[src/hcmr_pkg.sv]
// Purpose: shared constants and types of the host configuration and mailbox register bank
// Assumes: 5-bit register index on both the host and the local processor register ports
// Notes: offsets are register indexes as printed; every field position and count is named here once
package hcmr_pkg;

  // register indexes
  localparam logic [4:0] OFS_ARB_CFG = 5'h05;
  localparam logic [4:0] OFS_PROM_RANGE = 5'h06;
  localparam logic [4:0] OFS_IO_PORT = 5'h07;
  localparam logic [4:0] OFS_MBX0 = 5'h08;
  localparam logic [4:0] OFS_MBX1 = 5'h09;
  localparam logic [4:0] OFS_MBX2 = 5'h0A;
  localparam logic [4:0] OFS_DATA0 = 5'h0B;
  localparam logic [4:0] OFS_DATA1 = 5'h0C;
  localparam logic [4:0] OFS_DATA2 = 5'h0D;

  // arbitration configuration fields
  localparam int ARB_LEVEL_LSB = 0;
  localparam int ARB_LEVEL_W = 4;
  localparam int ARB_ALGO_BIT = 4;
  localparam int ARB_WAIT_BIT = 4;
  localparam int ARB_IO16_BIT = 5;
  localparam int ARB_CHK_STATUS_BIT = 6;
  localparam int ARB_CHK_BIT = 7;
  localparam logic [7:0] ARB_CFG_RESET = 8'h00;

  // dma request line patterns in the low arbitration bits
  localparam logic [3:0] DRQ0_PATTERN = 4'h1;
  localparam logic [3:0] DRQ1_PATTERN = 4'h2;
  localparam logic [3:0] DRQ2_PATTERN = 4'h4;

  // delay after dma acknowledge, in device clocks
  localparam int AT_WAIT_SHORT_CLKS = 10;
  localparam int AT_WAIT_LONG_CLKS = 20;

  // prom range fields and decode
  localparam int PROM_ADDR_LSB = 1;
  localparam int PROM_SIZE_LSB = 6;
  localparam logic [6:0] PROM_FIXED_HIGH = 7'h06;
  localparam logic [3:0] NUBUS_HEX_F = 4'hF;

  // mailbox busy flag and mailbox count
  localparam int MBX_BUSY_BIT = 7;
  localparam int MBX_COUNT = 3;

  // host bus flavour, strapped by the board
  typedef enum logic [1:0] {CHANNEL_HOST_MODE, AT_MODE, EISA_MODE, NUBUS_MODE} hcmr_mode_e;

  // post-acknowledge wait sequencer
  typedef enum logic [1:0] {WAIT_IDLE, WAIT_COUNT, WAIT_GO} hcmr_wait_e;

  // whole state of the main register bank
  typedef struct packed {
    logic [7:0] arbCfg;
    logic [7:0] promRange;
    logic promWritten;
    logic [7:0] ioOut;
    logic [7:0] data0;
    logic [7:0] data1;
    logic [7:0] data2;
    logic ackS1;
    logic ackS2;
    logic [7:0] inS1;
    logic [7:0] inS2;
    hcmr_wait_e waitSt;
    logic [4:0] waitCnt;
    logic [7:0] hostRd;
    logic [7:0] mpuRd;
    logic promHit;
  } hcmr_state_s;

endpackage

[src/hcmr_mailbox.sv]
// Purpose: one command mailbox shared by host and local processor, with busy flag and interrupts
// Assumes: write strobes and firmware reset come from logic on the same clock
// Notes: host write takes precedence over a coincident processor write
`timescale 1ns/10ps
module hcmr_mailbox
  import hcmr_pkg::*;
(
  input wire logic clk,
  input wire logic rst,
  input wire logic fwReset,
  input wire logic hostWr,
  input wire logic [7:0] hostData,
  input wire logic mpuWr,
  input wire logic [7:0] mpuData,
  input wire logic irqMask,
  output logic [7:0] value,
  output logic mpuIrq,
  output logic hostIrq
);

  // mailbox state
  typedef struct packed {
    logic [7:0] val;
    logic hostIrq;
  } hcmr_mbx_s;

  hcmr_mbx_s mbx_reg;
  hcmr_mbx_s mbx_next;

  // next state: resets only set busy, low bits are left alone
  always_comb begin
    mbx_next = mbx_reg;
    mbx_next.hostIrq = 1'b0;
    if (rst || fwReset) begin
      mbx_next.val[MBX_BUSY_BIT] = 1'b1;
    end else if (hostWr) begin
      // host first, so a clash never leaves a half-merged value
      mbx_next.val = hostData;
    end else if (mpuWr) begin
      mbx_next.val = mpuData;
      // processor finishing a command: busy dropped by its write
      mbx_next.hostIrq = mbx_reg.val[MBX_BUSY_BIT] & ~mpuData[MBX_BUSY_BIT];
    end
  end

  // one register stage for the whole mailbox
  always_ff @(posedge clk) begin
    mbx_reg <= mbx_next;
  end

  assign value = mbx_reg.val;
  assign mpuIrq = mbx_reg.val[MBX_BUSY_BIT] & ~irqMask;
  assign hostIrq = mbx_reg.hostIrq;

endmodule

[src/hcmr_regs.sv]
// Purpose: host configuration, prom decode, general port, mailboxes and host-to-processor data
// Assumes: host and processor register ports are synchronous to clk; mode and slot pins are static straps
// Notes: read data appears one clock after the request and holds until the next read
// Contract
// - low arbitration bits set channel-host priority
// - at mode low bits pick dma request
// - eisa mode asserts master request when needed
// - bit four selects fairness or linear arbitration
// - at wait ten or twenty clocks after acknowledge
// - sixteen-bit option turns upper lines into port
// - bit seven drives the channel check signal
// - prom ignored until range register written
// - prom range survives both resets
// - prom match on fixed high address bits
// - size field limits decoded address bits
// - external decode input gates wide prom accesses
// - port writes outputs, reads raw inputs
// - general port survives both resets
// - resets set mailbox busy, keep low bits
// - busy bit interrupts processor unless masked
// - processor clearing busy interrupts the host
// - data registers host-written, processor-read, kept
// - nubus prom decode uses slot and window
// - nubus priority comes from slot pins
// - arbitration register cleared by hard reset
`timescale 1ns/10ps
module hcmr_regs
  import hcmr_pkg::*;
#(
  parameter int WAIT_CNT_W = 5
)
(
  input wire logic clk,
  input wire logic rst,
  input wire logic fwReset,
  input wire hcmr_mode_e busMode,
  input wire logic [3:0] slotId,
  input wire logic hostSel,
  input wire logic hostWr,
  input wire logic [4:0] hostAddr,
  input wire logic [7:0] hostWdata,
  output logic [7:0] hostRdata,
  input wire logic mpuSel,
  input wire logic mpuWr,
  input wire logic [4:0] mpuAddr,
  input wire logic [7:0] mpuWdata,
  output logic [7:0] mpuRdata,
  input wire logic [2:0] mbxIrqMask,
  output logic [2:0] mpuIrq,
  output logic [2:0] hostIrq,
  input wire logic needBus,
  input wire logic dmaAckPin,
  output logic [3:0] arbLevel,
  output logic linearArb,
  output logic [2:0] drqOut,
  output logic masterReqN,
  output logic busGo,
  output logic chkStatus,
  output logic channelCheck,
  output logic ioChannelCheck,
  output logic [7:0] ioPortOut,
  output logic ioPortOeN,
  input wire logic [7:0] ioPortIn,
  input wire logic [31:0] memAddr,
  input wire logic memAccess,
  input wire logic addr24SelectFlag,
  input wire logic extMemDecodeN,
  output logic promHit
);

  // counter must hold the longest wait
  if ((1 << WAIT_CNT_W) <= AT_WAIT_LONG_CLKS) begin : g_bad_width
    $error("WAIT_CNT_W too small for the acknowledge wait");
  end

  hcmr_state_s st_reg;
  hcmr_state_s st_next;

  logic [7:0] mbxVal [MBX_COUNT]; // mailbox contents
  logic [2:0] mbxBusy; // busy flags, one per mailbox
  logic [2:0] hostMbxWr; // host write strobe per mailbox
  logic [2:0] mpuMbxWr; // processor write strobe per mailbox
  logic portAvail; // general port present in this mode
  logic hostWrEn; // host write this cycle
  logic mpuWrEn; // processor write this cycle

  // loads two short of the wait: the entry edge and the go edge count as clocks too
  localparam logic [4:0] WAIT_SHORT_LOAD = 5'(AT_WAIT_SHORT_CLKS - 2);
  localparam logic [4:0] WAIT_LONG_LOAD = 5'(AT_WAIT_LONG_CLKS - 2);

  // prom window compare; size hides the low range bits
  function automatic logic promMatch(input logic [7:0] range, input logic [31:0] a);
    logic [3:0] care;
    care = 4'hF;
    unique case (range[PROM_SIZE_LSB +: 2])
      2'b00: care = 4'hF; // 8K
      2'b01: care = 4'hE; // 16K
      2'b10: care = 4'hC; // 32K
      2'b11: care = 4'h8; // 64K, A16 still decoded
    endcase
    promMatch = (a[23:17] == PROM_FIXED_HIGH) &&
                (((a[16:13] ^ range[PROM_ADDR_LSB +: 4]) & care) == 4'h0);
  endfunction

  // read decode shared by both ports; unmapped reads return zero
  function automatic logic [7:0] readMux(input hcmr_state_s s, input logic [4:0] a, input logic fromHost,
                                         input logic [23:0] mbx, input logic avail);
    readMux = 8'h00;
    unique case (a)
      OFS_ARB_CFG: readMux = s.arbCfg;
      OFS_PROM_RANGE: readMux = s.promRange;
      OFS_IO_PORT: readMux = avail ? s.inS2 : 8'h00;
      OFS_MBX0: readMux = mbx[7:0];
      OFS_MBX1: readMux = mbx[15:8];
      OFS_MBX2: readMux = mbx[23:16];
      // data registers read by the processor only
      OFS_DATA0: readMux = fromHost ? 8'h00 : s.data0;
      OFS_DATA1: readMux = fromHost ? 8'h00 : s.data1;
      OFS_DATA2: readMux = fromHost ? 8'h00 : s.data2;
      default: readMux = 8'h00;
    endcase
  endfunction

  assign hostWrEn = hostSel & hostWr;
  assign mpuWrEn = mpuSel & mpuWr;
  // port always there on nubus, otherwise behind the sixteen-bit option
  assign portAvail = (busMode == NUBUS_MODE) | st_reg.arbCfg[ARB_IO16_BIT];

  // mailbox write strobes by index
  always_comb begin
    hostMbxWr = {hostWrEn && hostAddr == OFS_MBX2, hostWrEn && hostAddr == OFS_MBX1,
                 hostWrEn && hostAddr == OFS_MBX0};
    mpuMbxWr = {mpuWrEn && mpuAddr == OFS_MBX2, mpuWrEn && mpuAddr == OFS_MBX1,
                mpuWrEn && mpuAddr == OFS_MBX0};
  end

  // three identical mailboxes
  for (genvar i = 0; i < MBX_COUNT; i++) begin : g_mbx
    hcmr_mailbox u_mbx (
      .clk(clk),
      .rst(rst),
      .fwReset(fwReset),
      .hostWr(hostMbxWr[i]),
      .hostData(hostWdata),
      .mpuWr(mpuMbxWr[i]),
      .mpuData(mpuWdata),
      .irqMask(mbxIrqMask[i]),
      .value(mbxVal[i]),
      .mpuIrq(mpuIrq[i]),
      .hostIrq(hostIrq[i])
    );
    assign mbxBusy[i] = mbxVal[i][MBX_BUSY_BIT];
  end

  // next-state logic for the whole bank
  always_comb begin
    st_next = st_reg;
    // synchronisers for pins from outside the clock domain
    st_next.ackS1 = dmaAckPin;
    st_next.ackS2 = st_reg.ackS1;
    st_next.inS1 = ioPortIn;
    st_next.inS2 = st_reg.inS1;

    // arbitration register: host write wins a clash
    if (hostWrEn && hostAddr == OFS_ARB_CFG) begin
      st_next.arbCfg = hostWdata;
    end else if (mpuWrEn && mpuAddr == OFS_ARB_CFG) begin
      st_next.arbCfg = mpuWdata;
    end

    // prom range; first write opens the decode
    if (hostWrEn && hostAddr == OFS_PROM_RANGE) begin
      st_next.promRange = hostWdata;
      st_next.promWritten = 1'b1;
    end else if (mpuWrEn && mpuAddr == OFS_PROM_RANGE) begin
      st_next.promRange = mpuWdata;
      st_next.promWritten = 1'b1;
    end

    // general port outputs; write ignored when the port is absent
    if (portAvail) begin
      if (hostWrEn && hostAddr == OFS_IO_PORT) begin
        st_next.ioOut = hostWdata;
      end else if (mpuWrEn && mpuAddr == OFS_IO_PORT) begin
        st_next.ioOut = mpuWdata;
      end
    end

    // data registers written by the host only
    if (hostWrEn) begin
      unique case (hostAddr)
        OFS_DATA0: st_next.data0 = hostWdata;
        OFS_DATA1: st_next.data1 = hostWdata;
        OFS_DATA2: st_next.data2 = hostWdata;
        default: ;
      endcase
    end

    // registered read data, held until the next read
    if (hostSel && !hostWr) begin
      st_next.hostRd = readMux(st_reg, hostAddr, 1'b1, {mbxVal[2], mbxVal[1], mbxVal[0]}, portAvail);
    end
    if (mpuSel && !mpuWr) begin
      st_next.mpuRd = readMux(st_reg, mpuAddr, 1'b0, {mbxVal[2], mbxVal[1], mbxVal[0]}, portAvail);
    end

    // prom select, registered from the current bus address
    st_next.promHit = 1'b0;
    if (memAccess) begin
      unique case (busMode)
        NUBUS_MODE: begin
          // fixed hex digits, slot id, don't-care digit, 64K window
          st_next.promHit = (memAddr[31:28] == NUBUS_HEX_F) && (memAddr[27:24] == slotId) &&
                            (memAddr[19:16] == NUBUS_HEX_F);
        end
        EISA_MODE: begin
          st_next.promHit = st_reg.promWritten && promMatch(st_reg.promRange, memAddr) &&
                            !extMemDecodeN;
        end
        CHANNEL_HOST_MODE: begin
          // wide addressing needs the outside decode as well
          st_next.promHit = st_reg.promWritten && promMatch(st_reg.promRange, memAddr) &&
                            (addr24SelectFlag || !extMemDecodeN);
        end
        AT_MODE: begin
          st_next.promHit = st_reg.promWritten && promMatch(st_reg.promRange, memAddr);
        end
      endcase
    end

    // wait from dma acknowledge to bus access, at mode only
    unique case (st_reg.waitSt)
      WAIT_IDLE: begin
        if (busMode == AT_MODE && st_reg.ackS2) begin
          st_next.waitSt = WAIT_COUNT;
          // bit set gives the short wait
          st_next.waitCnt = st_reg.arbCfg[ARB_WAIT_BIT] ? WAIT_SHORT_LOAD : WAIT_LONG_LOAD;
        end
      end
      WAIT_COUNT: begin
        if (!st_reg.ackS2) begin
          st_next.waitSt = WAIT_IDLE;
        end else if (st_reg.waitCnt == 5'h00) begin
          st_next.waitSt = WAIT_GO;
        end else begin
          st_next.waitCnt = st_reg.waitCnt - 5'h01;
        end
      end
      WAIT_GO: begin
        // access lasts as long as the acknowledge
        if (!st_reg.ackS2) begin
          st_next.waitSt = WAIT_IDLE;
        end
      end
      // unused code falls back to idle
      default: st_next.waitSt = WAIT_IDLE;
    endcase

    // hard reset: range, port and data are deliberately kept
    if (rst) begin
      st_next.arbCfg = ARB_CFG_RESET;
      st_next.promWritten = 1'b0;
      st_next.ackS1 = 1'b0;
      st_next.ackS2 = 1'b0;
      st_next.inS1 = 8'h00;
      st_next.inS2 = 8'h00;
      st_next.waitSt = WAIT_IDLE;
      st_next.waitCnt = 5'h00;
      st_next.hostRd = 8'h00;
      st_next.mpuRd = 8'h00;
      st_next.promHit = 1'b0;
    end
  end

  // single register stage
  always_ff @(posedge clk) begin
    st_reg <= st_next;
  end

  // arbitration outputs by bus flavour
  always_comb begin
    // nubus takes its priority from the slot pins
    arbLevel = (busMode == NUBUS_MODE) ? slotId : st_reg.arbCfg[ARB_LEVEL_LSB +: ARB_LEVEL_W];
    linearArb = (busMode == CHANNEL_HOST_MODE) && st_reg.arbCfg[ARB_ALGO_BIT];
    drqOut = 3'b000;
    if (busMode == AT_MODE && needBus) begin
      // only the three legal one-hot patterns drive a line
      unique case (st_reg.arbCfg[ARB_LEVEL_LSB +: ARB_LEVEL_W])
        DRQ0_PATTERN: drqOut = 3'b001;
        DRQ1_PATTERN: drqOut = 3'b010;
        DRQ2_PATTERN: drqOut = 3'b100;
        default: drqOut = 3'b000;
      endcase
    end
    masterReqN = !((busMode == EISA_MODE) && needBus);
  end

  assign busGo = (st_reg.waitSt == WAIT_GO);
  assign chkStatus = (busMode == CHANNEL_HOST_MODE) && st_reg.arbCfg[ARB_CHK_STATUS_BIT];
  assign channelCheck = (busMode == CHANNEL_HOST_MODE) && st_reg.arbCfg[ARB_CHK_BIT];
  assign ioChannelCheck = (busMode == AT_MODE) && st_reg.arbCfg[ARB_CHK_BIT];
  assign ioPortOut = st_reg.ioOut;
  assign ioPortOeN = !portAvail;
  assign hostRdata = st_reg.hostRd;
  assign mpuRdata = st_reg.mpuRd;
  assign promHit = st_reg.promHit;

  // checks
  a_nubus_priority: assert property (@(posedge clk) disable iff (rst)
    busMode == NUBUS_MODE |-> arbLevel == slotId)
    else $error("nubus priority not from slot pins");
  a_drq_onehot: assert property (@(posedge clk) disable iff (rst)
    drqOut != 3'b000 |-> busMode == AT_MODE && needBus && $onehot(drqOut))
    else $error("dma request driven without cause");
  a_master_request: assert property (@(posedge clk) disable iff (rst)
    !masterReqN |-> busMode == EISA_MODE && needBus)
    else $error("master request asserted without need");
  a_wait_short: assert property (@(posedge clk) disable iff (rst)
    $rose(busGo) && st_reg.arbCfg[ARB_WAIT_BIT] |->
      $past(st_reg.ackS2, 10) && !$past(st_reg.ackS2, 11) && !$past(busGo, 10))
    else $error("short acknowledge wait wrong");
  a_wait_long: assert property (@(posedge clk) disable iff (rst)
    $rose(busGo) && !st_reg.arbCfg[ARB_WAIT_BIT] |-> $past(st_reg.ackS2, 20) && !$past(st_reg.ackS2, 21))
    else $error("long acknowledge wait wrong");
  a_ack_no_early: assert property (@(posedge clk) disable iff (rst)
    $rose(st_reg.ackS2) && !busGo |-> !busGo [*8])
    else $error("bus access too soon after acknowledge");
  a_prom_locked: assert property (@(posedge clk) disable iff (rst)
    busMode != NUBUS_MODE && !st_reg.promWritten |=> !promHit)
    else $error("prom hit before range written");
  a_prom_extdec: assert property (@(posedge clk) disable iff (rst)
    busMode == EISA_MODE && extMemDecodeN |=> !promHit)
    else $error("prom hit without external decode");
  a_mbx_fwreset: assert property (@(posedge clk) disable iff (rst)
    fwReset |=> &mbxBusy && mbxVal[0][6:0] == $past(mbxVal[0][6:0]))
    else $error("firmware reset mailbox handling wrong");
  a_mpu_irq: assert property (@(posedge clk) disable iff (rst)
    mbxBusy[1] && !mbxIrqMask[1] |-> mpuIrq[1])
    else $error("busy mailbox without processor interrupt");
  a_host_irq: assert property (@(posedge clk) disable iff (rst)
    mbxBusy[0] && mpuMbxWr[0] && !hostMbxWr[0] && !fwReset && !mpuWdata[7] |=> hostIrq[0])
    else $error("host interrupt missing on command done");
  a_channel_check_level: assert property (@(posedge clk) disable iff (rst)
    channelCheck || ioChannelCheck |-> st_reg.arbCfg[ARB_CHK_BIT])
    else $error("channel check without control bit");
  a_arb_reset: assert property (@(posedge clk)
    rst |=> st_reg.arbCfg == ARB_CFG_RESET && !busGo)
    else $error("arbitration register not cleared");

  c_go: cover property (@(posedge clk) disable iff (rst) $rose(busGo));
  c_prom: cover property (@(posedge clk) disable iff (rst) promHit);
  c_mbx_done: cover property (@(posedge clk) disable iff (rst) hostIrq[0]);
  c_clash: cover property (@(posedge clk) disable iff (rst) hostMbxWr[1] && mpuMbxWr[1]);

endmodule

[config.mk]
export PLATFORM = sky130hd
export DESIGN_NAME = hcmr_regs
export DESIGN_NICKNAME = d
export VERILOG_FILES = /design/src/hcmr_pkg.sv /design/src/hcmr_mailbox.sv /design/src/hcmr_regs.sv
export SDC_FILE = /design/constraint.sdc
export NUM_CORES = 1
export LEC_CHECK = 0
export BUFFER_PORTS_ARGS = -buffer_cell sky130_fd_sc_hd__buf_2
export CORE_UTILIZATION = 40
export DETAILED_ROUTE_END_ITERATION = 8
export GPL_TIMING_DRIVEN = 0
export HOLD_SLACK_MARGIN = 0.1
export PLACE_DENSITY = 0.61
export SLEW_MARGIN = 40
export SYNTH_ARGS = -nofsm -noshare
export SYNTH_HDL_FRONTEND = slang
export SYNTH_SLANG_ARGS = --single-unit
[constraint.sdc]
create_clock -name clk -period 2.95 [get_ports clk]
set_input_delay 0.295 -clock clk [delete_from_list [all_inputs] [get_ports clk]]
set_output_delay 0.295 -clock clk [all_outputs]
set_load 0.005 [all_outputs]
# Word-level counts from Yosys, hierarchy flattened
# Cells that the tools add are included.
[totals] mem_count=0 latchBits=0 mem_bits_rw=0 inputBits=87 mem_bits_ro=0 out_inout_bits=45 wordCells=186 reg_bits=118
[op_classes] n_addsub=1 shift=0 n_mux=35 n_div=0 n_lt_le_gt_ge=0 eq_ne=38 bitwise_logic=22 n_reduce_logical=65 multipliers=0
[op_table] op="$pmux W8 S9" count=1
[op_table] op="$mux W8" count=8
[op_table] op="$eq A5 B4 Y1 const B" count=12
[op_table] op="$pmux W8 S6" count=1
[op_table] op="$mux W9" count=5
[op_table] op="$logic_and A1 B1 Y1" count=31
[op_table] op="$eq A5 B3 Y1 const B" count=6
[op_table] op="$mux W4" count=7
[op_table] op="$pmux W4 S4" count=1
[op_table] op="$mux W5" count=3
[op_table] op="$reduce_and A2 Y1" count=7
[op_table] op="$reduce_bool A2 Y1" count=7
[op_table] op="$and A4 B4 Y4" count=3
[op_table] op="$logic_not A4 Y1" count=3
[op_table] op="$eq A2 B2 Y1 const B" count=5
[op_table] op="$pmux W5 S2" count=1
[op_table] op="$not A1 Y1" count=9
[op_table] op="$pmux W3 S3" count=1
[op_table] op="$reduce_or A3 Y1" count=3
[op_table] op="$and A1 B1 Y1" count=8
[op_table] op="$eq A4 B4 Y1 const B" count=2
[op_table] op="$ne A2 B2 Y1 const B" count=4
[op_table] op="$eq A7 B3 Y1 const B" count=1
[op_table] op="$mux W7" count=1
[op_table] op="20 further kinds" count=31

# Depth between registers and ports, before layout
# Gate-level depths: netlist of the first run.
[depth] depth_word=10 mapped_depth=6 ltp_nobuf=6

# Cells and area by module
# Synthesis of the first run repeated with hierarchy kept, for this count alone.
[unflattened] hier_cells=584 hier_area_um2=6266.0
[modules_own_cells] module="hcmr_regs" seq_area_each_um2=2222.1 cells_per_inst=491 area_each_um2=5079.9 n_inst=1
[modules_own_cells] module="hcmr_mailbox" seq_area_each_um2=250.2 cells_per_inst=31 area_each_um2=395.4 n_inst=3

# Least setup slack after synthesis of the first run
# OpenSTA, ideal clock, no wires.
[synth_timing] path_kind="in2reg" from="input port hostAddr[3]" to="register st_reg, in the netlist ioPortOut[0] (enable)" t_required_ps=2580 path_buffers=1 stages=5 setup_slack_ps=964 arrival_ps=1616 setup_ps=370 cell_sequence="or3b_1 buf_6 nor3_4 a21oi_1 nor2_1"
[synth_via] elab_chain_len=4
[synth_rtl] element="start, declared" line="hcmr_regs.sv:40" rtl="input wire logic [4:0] hostAddr,"
[synth_rtl] element="$eq A5 B3 Y1" line="hcmr_regs.sv:182" rtl="if (hostWrEn && hostAddr == OFS_IO_PORT) begin"
[synth_rtl] element="$logic_and A1 B1 Y1" line="hcmr_regs.sv:182"
[synth_rtl] element="$reduce_bool A2 Y1 (no source line)"
[synth_rtl] element="$reduce_and A2 Y1 (no source line)"
[synth_rtl] element="end signal, assigned" line="hcmr_regs.sv:277" rtl="st_reg <= st_next;"
[synth_rtl] element="end, declared" line="hcmr_regs.sv:76" rtl="hcmr_state_s st_reg;"
# Every way passes these cells.
# A chain may end at the register's enable or synchronous reset.

# Final worst setup path of the first run
[layout_timing] from="input port mpuAddr[2]" to="register st_reg, in the netlist ioPortOut[4] (enable)"
[layout_via] elab_chain_len=4
[layout_rtl] element="start, declared" line="hcmr_regs.sv:45" rtl="input wire logic [4:0] mpuAddr,"
[layout_rtl] element="$eq A5 B3 Y1" line="hcmr_regs.sv:184" rtl="end else if (mpuWrEn && mpuAddr == OFS_IO_PORT) begin"
[layout_rtl] element="$logic_and A1 B1 Y1" line="hcmr_regs.sv:184"
[layout_rtl] element="$reduce_bool A2 Y1 (no source line)"
[layout_rtl] element="$reduce_and A2 Y1 (no source line)"
# Every way passes these cells.

==> results of run 1 <==
==> timing repair <==
action / in CTS / in global routing
hold buffers: 7 / 0
resized for setup: 0 / 0
setup buffers: 0 / 0
endpoints found under the hold margin: 7 / 0
==> critical path, delay by kind of cell <==
| kind | cells | cell delay (ns) |
|---|---|---|
| AOI/OAI and AO/OA | 1 | 0.16 |
| buffers and inverters | 3 | 0.92 |
| and+or+nand+nor | 3 | 0.93 |
==> through the flow <==
stage	instance area [sq um]	hold slack (ns)	util (%)	worst slack, ns
3_5_place_dp	7020	0.422	46.4	0.270
2_1_floorplan	6190	0.394	-	0.964
5_1_grt	7700	0.108	50.8	0.591
4_1_cts	7690	0.101	50.8	0.716
6_report	7700	0.114	50.8	0.688
3_3_place_gp	6990	0.427	46.2	0.343
==> metal layers <==
layer  vias to the layer above  track usage (%)  wire, um
li1                       2516                -         -
met1                      2665             36.8      9360
met2                       255             44.2     10100
met3                        36             6.54      1520
met4                         0             8.86       505
met5                         -                0         0
==> layout make-up <==
cell class	instances	share of cell area [%]
Multi-Input combinational cell	402	37.1
Clock buffer	21	6.68
Buffer	57	4.55
Timing Repair Buffer	122	8.42
Inverter	11	0.536
Sequential cell	118	38.6
Tap cell	188	3.06
Clock inverter	11	1.09
==> cells in the final DEF (no fill, tap or decap), types with 5 or more instances in the layout <==
| master | netlist | routed |
|---|---|---|
| buf_2 | 12 | 126 |
| edfxtp_1 | 61 | 61 |
| dfxtp_1 | 57 | 57 |
| nor2_1 | 39 | 38 |
| nand2_1 | 35 | 35 |
| nor2b_1 | 32 | 32 |
| buf_4 | 30 | 31 |
| a22o_1 | 28 | 28 |
| mux2_2 | 24 | 24 |
| clkbuf_16 | 0 | 20 |
| a21oi_1 | 16 | 16 |
| and3_1 | 15 | 15 |
| a31oi_1 | 14 | 14 |
| clkbuf_1 | 13 | 13 |
| nand3_1 | 13 | 13 |
| mux2i_1 | 13 | 13 |
| a311oi_1 | 13 | 13 |
| nand2b_1 | 12 | 12 |
| inv_1 | 11 | 11 |
| and2_1 | 10 | 10 |
| nor3_1 | 13 | 9 |
| a32oi_1 | 9 | 9 |
| a21o_1 | 8 | 8 |
| a221oi_1 | 8 | 8 |
| and4_1 | 7 | 7 |
| dlygate4sd3_1 | 0 | 7 |
| nor2_2 | 5 | 6 |
| o21ai_0 | 6 | 6 |
| nand4_1 | 6 | 6 |
| nor3_4 | 4 | 5 |
| a22oi_1 | 5 | 5 |
==> cells by family (layout without fill, tap and decap cells) <==
family	count (synthesis)	after routing	synth area share, %
compound gates	142	142	17.8
xor+xnor	8	8	1.13
fa+ha+maj	2	2	0.404
buf+inv	68	222	6.33
flops	118	118	48.0
mux	38	38	6.65
simple gates	212	212	19.6
==> path summary, 6_finish.rpt <==
| check | from | endpoint | slack, ns | depth (start not counted) |
|---|---|---|---|---|
| setup / recovery | mpuAddr[2] | ioPortOut[4] | 0.69 | 7 |
| hold / removal | ioPortIn[4] | st_reg[36] | 0.11 | 2 |
| setup reg to reg | st_reg[17] | st_reg[19] | 1.13 | 6 |
| hold reg to reg | st_reg[37] | st_reg[29] | 0.43 | 1 |
==> power breakdown <==
| part | internal [mW] | leakage [nW] | switching [mW] |
|---|---|---|---|
| combinational | 0.148 | 1.73 | 0.222 |
| sequential | 1.75 | 0.970 | 0.0180 |
| clock | 1.25 | 0.292 | 0.785 |
| total | 3.15 | 2.99 | 1.02 |
==> results.toml, run 1 <==
[routing]
wire_per_inst_um = 23.1
drtAntennaViolNets = 0
via_per_inst = 5.88
drt_wl_total_mm = 21.4
first_iter_violations = 531
dr.pass1.iters = 6
drc = 0
via_count = 5472

[critical_path]
critPathArrivalTime_ns = 2.31
cp-start-kind = "input pin"
crit_type = "input pin to flip-flop"
critical_path_required_ns = 3.00
max_stage_delay_ns = 0.61
path_max_fanout = 10
critical-path-slowest-cell = "nor2_1"
end_kind = "flip-flop"
crit_chain = "buf_2 > nor2b_1 > buf_2 > and3_1 > clkbuf_1 > a21oi_1 > nor2_1"
worst_path_most_repeated_cell = "buf_2"

[global_routing]
grt_pass1_wl_mm = 31.9
grt_max_degree = 17
antenna_found_initial = 0
grt_pass1_vias = 5260
grt.total_usage_pct = 27.6
overflow = 0

[synth]
yosysWarnings = 0
synth.most_common_cell = "edfxtp_1"
synth_area_leaders = "edfxtp_1, dfxtp_1, mux2_2"
ys_seq_area_share_pct = 48.0
synth-main-ff-cell = "edfxtp_1"
synth_edf_count = 61
synth_common_cells = "edfxtp_1, dfxtp_1, nor2_1, nand2_1, nor2b_1"
syn_nets = 677
syn_area_sq_um = 6190
syn_area_per_cell_sq_um = 10.5
async_reset_ff_share_pct = 0
yosysTopAreaCell = "edfxtp_1"
synth_seq_cells = 118
netlist-cell-type-count = 67
synthCells = 588
synth_top_cell_area_share_pct = 29.6

[cts]
cts.path.max_buffers = 2
h-tree-depth = 4
path_clk_slew_ns = 0.06
cts.sinks = 118
tritoncts = "yes"
clk_latency_ns = 0.42
cts_inserted_buffers = 17
root_buffer = "clkbuf_16"

[sta]
drv_slew = 0
min_period_over_period_pct = 76.7
final.setup.tns_ns = 0
finalSetupViolations = 0
tightestPinTransition_ns = 0.815
slew-limit-headroom_pct = 45.7
hold_viol_final = 0
clock.fmax_mhz = 442
fin_skew_ns = 0.00486
min_period_ns = 2.26
rsz0062_at_grt = "false"

[finish]
synthToLayoutAreaGrowth_pct = 24.4
drive_above_1_share_pct = 31.9
seq_area_sq_um = 2970
num-fill-cells = 1408
multi_input_area_sq_um = 2850
final_cells = 930
largest_reg_flops = 66
diodes = 0
nNetsFinal = 818

[placed_design]
dpl.hpwl_mm = 16.2
place_inst = 891
port_buffers = 114
place.gp.congestion = 0.929

[die]
io_pins = 132
die_area_sq_um = 16000
die_w_um = 126
row_count = 45
start_util_pct = 40.9
fp.dieH_um = 126
fp.coreArea_sq_um = 15100

[power]
leakage_nw = 2.99
peakVddDrop_mv = 0.335
powerDensity_nw_per_um2 = 542
finalPower_mw = 4.17

[status]
status = "finished, final reports clean"

[worst_hold_path]
hp-class = "input pin to flip-flop"

[flow_run]
maxCapViolCount = 0
Note: power is estimated with default switching activity, not from simulation.
==> run 2, diff against run 1 <==
==> constraint.sdc (replaced) <==
create_clock -name clk -period 2.1 [get_ports clk]
set_input_delay 0.21 -clock clk [delete_from_list [all_inputs] [get_ports clk]]
set_output_delay 0.21 -clock clk [all_outputs]
set_load 0.005 [all_outputs]
==> run 2 against run 1 <==
  * Cell area rose by 0.55%
  * Register-to-register slack got worse by 0.85 ns
  * Power grew 41%
  * Non-clock buffer count rose by 4
  * Sequential power grew 40%
  * Critical path type unchanged
  * Global-route usage grew 0.055 points
  * Worst hold slack gained 0.034 ns
  * Core utilization rose by 0.28 points
  * Clock skew increased by 0.0037 ns
  * Clock power is 40% higher
==> results.toml, run 2 (same netlist as run 1, synthesis figures left out) <==
[critical_path]
critical-path-slowest-cell = "clkbuf_1"
critPathArrivalTime_ns = 2.07
cp_num_cells = 7
path_buf_inv = 3
path_max_fanout = 10
cp-start-kind = "input pin"
reg2reg_depth = 6
worst_path_most_repeated_cell = "buf_2"
crit_chain = "buf_2 > nor2b_1 > buf_2 > and3_1 > clkbuf_1 > a21oi_1 > nor2_2"
path_delay_family = "buffers and inverters"
critical_path_required_ns = 2.17
max_stage_delay_ns = 0.54
end_kind = "flip-flop"
crit_type = "input pin to flip-flop"

[finish]
largest_reg_flops = 66
drive_above_1_share_pct = 31.9
synthToLayoutAreaGrowth_pct = 25.1
diodes = 0
nNetsFinal = 822
final_cell_mix = "buf_2, edfxtp_1, dfxtp_1, nor2_1, nand2_1"
final_common_cell = "buf_2"
fin_util_pct = 51.1

[sta]
postLayoutSetupSlackWorst_ns = 0.0947
final.setup.tns_ns = 0
min_period_over_period_pct = 95.5
drv_slew = 0
fin_skew_ns = 0.00852
clock.fmax_mhz = 499
tightestPinTransition_ns = 0.809
whs_ns = 0.148
hold_viol_final = 0
rsz0062_at_grt = "false"
min_period_ns = 2.01
finalSetupViolations = 0
slew-limit-headroom_pct = 46.0

[routing]
met3_length_mm = 1.61
drt_wl_total_mm = 21.5
drt-met1-wl_mm = 9.30
via_count = 5510
wire_per_inst_um = 23.0
first_iter_violations = 596
via_per_inst = 5.90
wl_met2_mm = 10.1
top_layer_used = "met4"
drtAntennaViolNets = 0
drc = 0
dr.pass1.iters = 5

[cts]
cts.path.max_buffers = 2
tritoncts = "yes"
root_buffer = "clkbuf_16"
cts_inserted_buffers = 17
clk_latency_ns = 0.42
path_clk_slew_ns = 0.06
post-cts-setup-buffer-count = 0
cts.sinks = 118
h-tree-depth = 4

[global_routing]
grt.total_usage_pct = 27.6
overflow = 0
antenna_found_initial = 0
grt_pass1_vias = 5270
grt_pass1_wl_mm = 31.9
grt_max_degree = 17

[die]
fp.coreArea_sq_um = 15100
fp.dieH_um = 126
start_util_pct = 40.9
die_w_um = 126
row_count = 45
io_pins = 132
die_area_sq_um = 16000

[power]
leakage_nw = 3.00
powerDensity_nw_per_um2 = 757
finalPower_mw = 5.86
peakVddDrop_mv = 0.467

[placed_design]
port_buffers = 114
dp_slack_ns = -0.495
dpl.hpwl_mm = 16.2
place.gp.congestion = 0.929

[worst_hold_path]
hp-class = "input pin to flip-flop"
min_path_cells = 3

[status]
status = "finished, final reports clean"

[flow_run]
maxCapViolCount = 0
[run 2: cell types whose count changed in the layout (fill, tap and decap cells not counted), sizes merged]
cell and delta:
dlygate4sd3 +4
[run 2: layout make-up]
cell class              instances  area (sq um)
flip-flops and latches        118          2970
fillers                      1405          7400
clock buffers                  21           514
plain buffers                  57           350
clock inverters                11          83.8
repair buffers                126           688
inverters                      11          41.3
multi-input cells             402          2860
well taps                     188           235
[run 2: tightest hold or removal path, stage by stage]
cell      delay, ns
buf_2          0.16
nand2_1        0.07
a311oi_1       0.08
[run 2: worst paths after layout]
check | from | to | slack (ns)
max | mpuAddr[2] | ioPortOut[4] | 0.09
min | mpuWdata[5] | st_reg[88] | 0.15
max reg2reg | st_reg[17] | st_reg[19] | 0.28
min reg2reg | st_reg[37] | st_reg[29] | 0.43
[run 2: per-layer routing]
layer | up-vias | global-route usage [%]
li1 | 2522 | -
met1 | 2675 | 36.7
met2 | 281 | 44.4
met3 | 32 | 6.54
met4 | 0 | 8.86
met5 | - | 0
[run 2: timing repair]
| item | 4_1_cts | 5_1_grt |
|---|---|---|
| setup endpoints to repair | 8 | 0 |
| gates resized for setup | 1 | 0 |
| hold endpoints to repair | 13 | 0 |
| hold buffers | 11 | 0 |
[run 2: metrics by stage]
stage               area, sq um  instances
detailed placement         7020        891
floorplan                  6190        588
CTS                        7730        934
global route               7740        934
global placement           6990        890
finish                     7740        934
[run 2: power by group]
part / total, mW / internal, mW / switching [mW]
Clock: 2.86 / 1.76 / 1.10
Sequential: 2.48 / 2.45 / 0.0254
Combinational: 0.525 / 0.213 / 0.312
==> run 3, diff against run 2 <==
--- a/config.mk
+++ b/config.mk
@@ -6,6 +6,7 @@
 export NUM_CORES = 1
 export LEC_CHECK = 0
 export BUFFER_PORTS_ARGS = -buffer_cell sky130_fd_sc_hd__buf_2
+export CORE_ASPECT_RATIO = 0.75
 export CORE_UTILIZATION = 40
 export DETAILED_ROUTE_END_ITERATION = 8
 export GPL_TIMING_DRIVEN = 0
==> run 3 against run 2 <==
  * Clock skew hardly changed
  * Worst setup slack worse by 0.054 ns
  * Die area hardly changed
  * First-iteration DRC count is 4.5% lower
  * Sequential share of layout area is 0.056 points higher
  * Flip-flop and latch count stayed put
  * Critical path depth is 3 lower
  * Sequential power hardly changed
  * Via count is 0.42% higher
  * Count of clock-buffer cells in the layout is 3 lower
  * Power is 1.4% lower
  * Maximum frequency is 2.6% lower
  * Highest routed layer unchanged
==> results.toml, run 3 (same netlist as run 1, synthesis figures left out) <==
[status]
status = "finished, final reports clean"

[placed_design]
place.gp.congestion = 0.944
place_inst = 903
port_buffers = 114
placed_cell_area_sq_um = 7040
dpl.hpwl_mm = 16.0

[cts]
tritoncts = "yes"
root_buffer = "clkbuf_16"
path_clk_slew_ns = 0.05
clk_latency_ns = 0.42
cts.path.max_buffers = 2
h-tree-depth = 4
cts.sinks = 118
cts_inserted_buffers = 17
post-cts-setup-buffer-count = 0

[die]
row_count = 38
io_pins = 132
fp.coreArea_sq_um = 14800
die_area_sq_um = 16000
start_util_pct = 41.9
fp.dieH_um = 110
die_w_um = 146

[worst_hold_path]
hold_path_startpoint = "mpuWdata[5]"
hp-class = "input pin to flip-flop"

[routing]
wire_per_inst_um = 22.6
drc = 0
first_iter_violations = 569
via_per_inst = 5.84
drt_wl_total_mm = 21.4
drtAntennaViolNets = 0
via_count = 5533
dr.pass1.iters = 5

[flow_run]
maxCapViolCount = 0

[power]
p_switching_mw = 1.45
leakage_nw = 2.98
intPower_mw = 4.33
powerDensity_nw_per_um2 = 748
finalPower_mw = 5.78
sw_frac_of_total_pct = 25.1
p_seq_share_pct = 42.9
combPwrFrac_pct = 8.9
p_clk_share_pct = 48.2
peakVddDrop_mv = 0.561

[sta]
finalSetupViolations = 0
min_period_ns = 2.06
clock.fmax_mhz = 486
slew-limit-headroom_pct = 40.7
min_period_over_period_pct = 98.0
drv_slew = 0
whs_ns = 0.125
hold_viol_final = 0
rsz0062_at_grt = "false"
fin_skew_ns = 0.00856
tightestPinTransition_ns = 0.885
final.setup.tns_ns = 0

[critical_path]
critPathArrivalTime_ns = 2.11
cp-start-kind = "input pin"
reg2reg_depth = 6
crit_type = "input pin to flip-flop"
ff2ff_setup_slack_ns = 0.16
r2r_start = "st_reg[17]"
end_kind = "flip-flop"
path_max_fanout = 9
cp-startpoint = "mpuAddr[1]"
crit_path_end = "g_mbx[2].u_mbx.value[4]"
timing.rr.end = "st_reg[19]"
critical_path_required_ns = 2.15

[finish]
largest_reg_flops = 66
diodes = 0
final_area_sq_um = 7730
final_common_cell = "buf_2"
nNetsFinal = 823
final_cell_mix = "buf_2, edfxtp_1, dfxtp_1, nor2_1, nand2_1"
drive_above_1_share_pct = 31.7
final_cells = 947
synthToLayoutAreaGrowth_pct = 24.9

[global_routing]
grt_pass1_vias = 5125
grt.total_usage_pct = 27.4
grt_max_degree = 17
antenna_found_initial = 1
grt_pass1_wl_mm = 31.4
overflow = 0
run 3: stage by stage:
step                      utilization [%]  setup WS (ns)
after detailed placement             47.6         -0.483
after floorplan                         -          0.199
final                                52.3         0.0411
after CTS                            52.3          0.108
after global placement               47.4         -0.570
after global routing                 52.3        0.00471
run 3: worst max-delay path, stage by stage:
cell and delay, ns:
buf_2 0.17, nor3b_2 0.75, nand3_1 0.29, a21oi_1 0.68
run 3: power groups by stage:
stage | Sequential, mW | Clock (mW) | Combinational, mW
after global routing | 2.48 | 2.90 | 0.556
after floorplan | 2.52 | 0 | 0.266
final | 2.48 | 2.78 | 0.516
after global placement | 2.53 | 0 | 0.480
after detailed placement | 2.53 | 0 | 0.488
after CTS | 2.48 | 2.80 | 0.508
run 3: how the worst min path moves through the flow:
stage | to | slack (ns) | cells past startpoint
after floorplan | st_reg[42] | 0.31 | 0
after global placement | st_reg[40] | 0.42 | 1
after detailed placement | st_reg[32] | 0.42 | 2
after CTS | st_reg[85] | 0.11 | 3
after global routing | st_reg[87] | 0.14 | 3
final | st_reg[88] | 0.12 | 3
run 3: repair_timing:
item,CTS,global route
resized for setup,1,1
endpoints found under the setup margin,8,2
endpoints found under the hold margin,16,0
hold buffers,12,0
run 3: area by class of cell:
type,count,area [sq um]
plain buffers,57,350
clock buffers,18,439
clock inverters,14,126
fillers,1373,7060
inverters,11,41.3
multi-input cells,402,2850
flip-flops and latches,118,2970
well taps,200,250
repair buffers,127,698
run 3: routing by layer:
layer | vias up | global-route usage (%) | share of wire (%)
li1 | 2511 | - | -
met1 | 2673 | 38.3 | 44
met2 | 315 | 40.6 | 42
met3 | 34 | 6.97 | 11
met4 | 0 | 10.5 | 2.3
met5 | - | 0 | 0
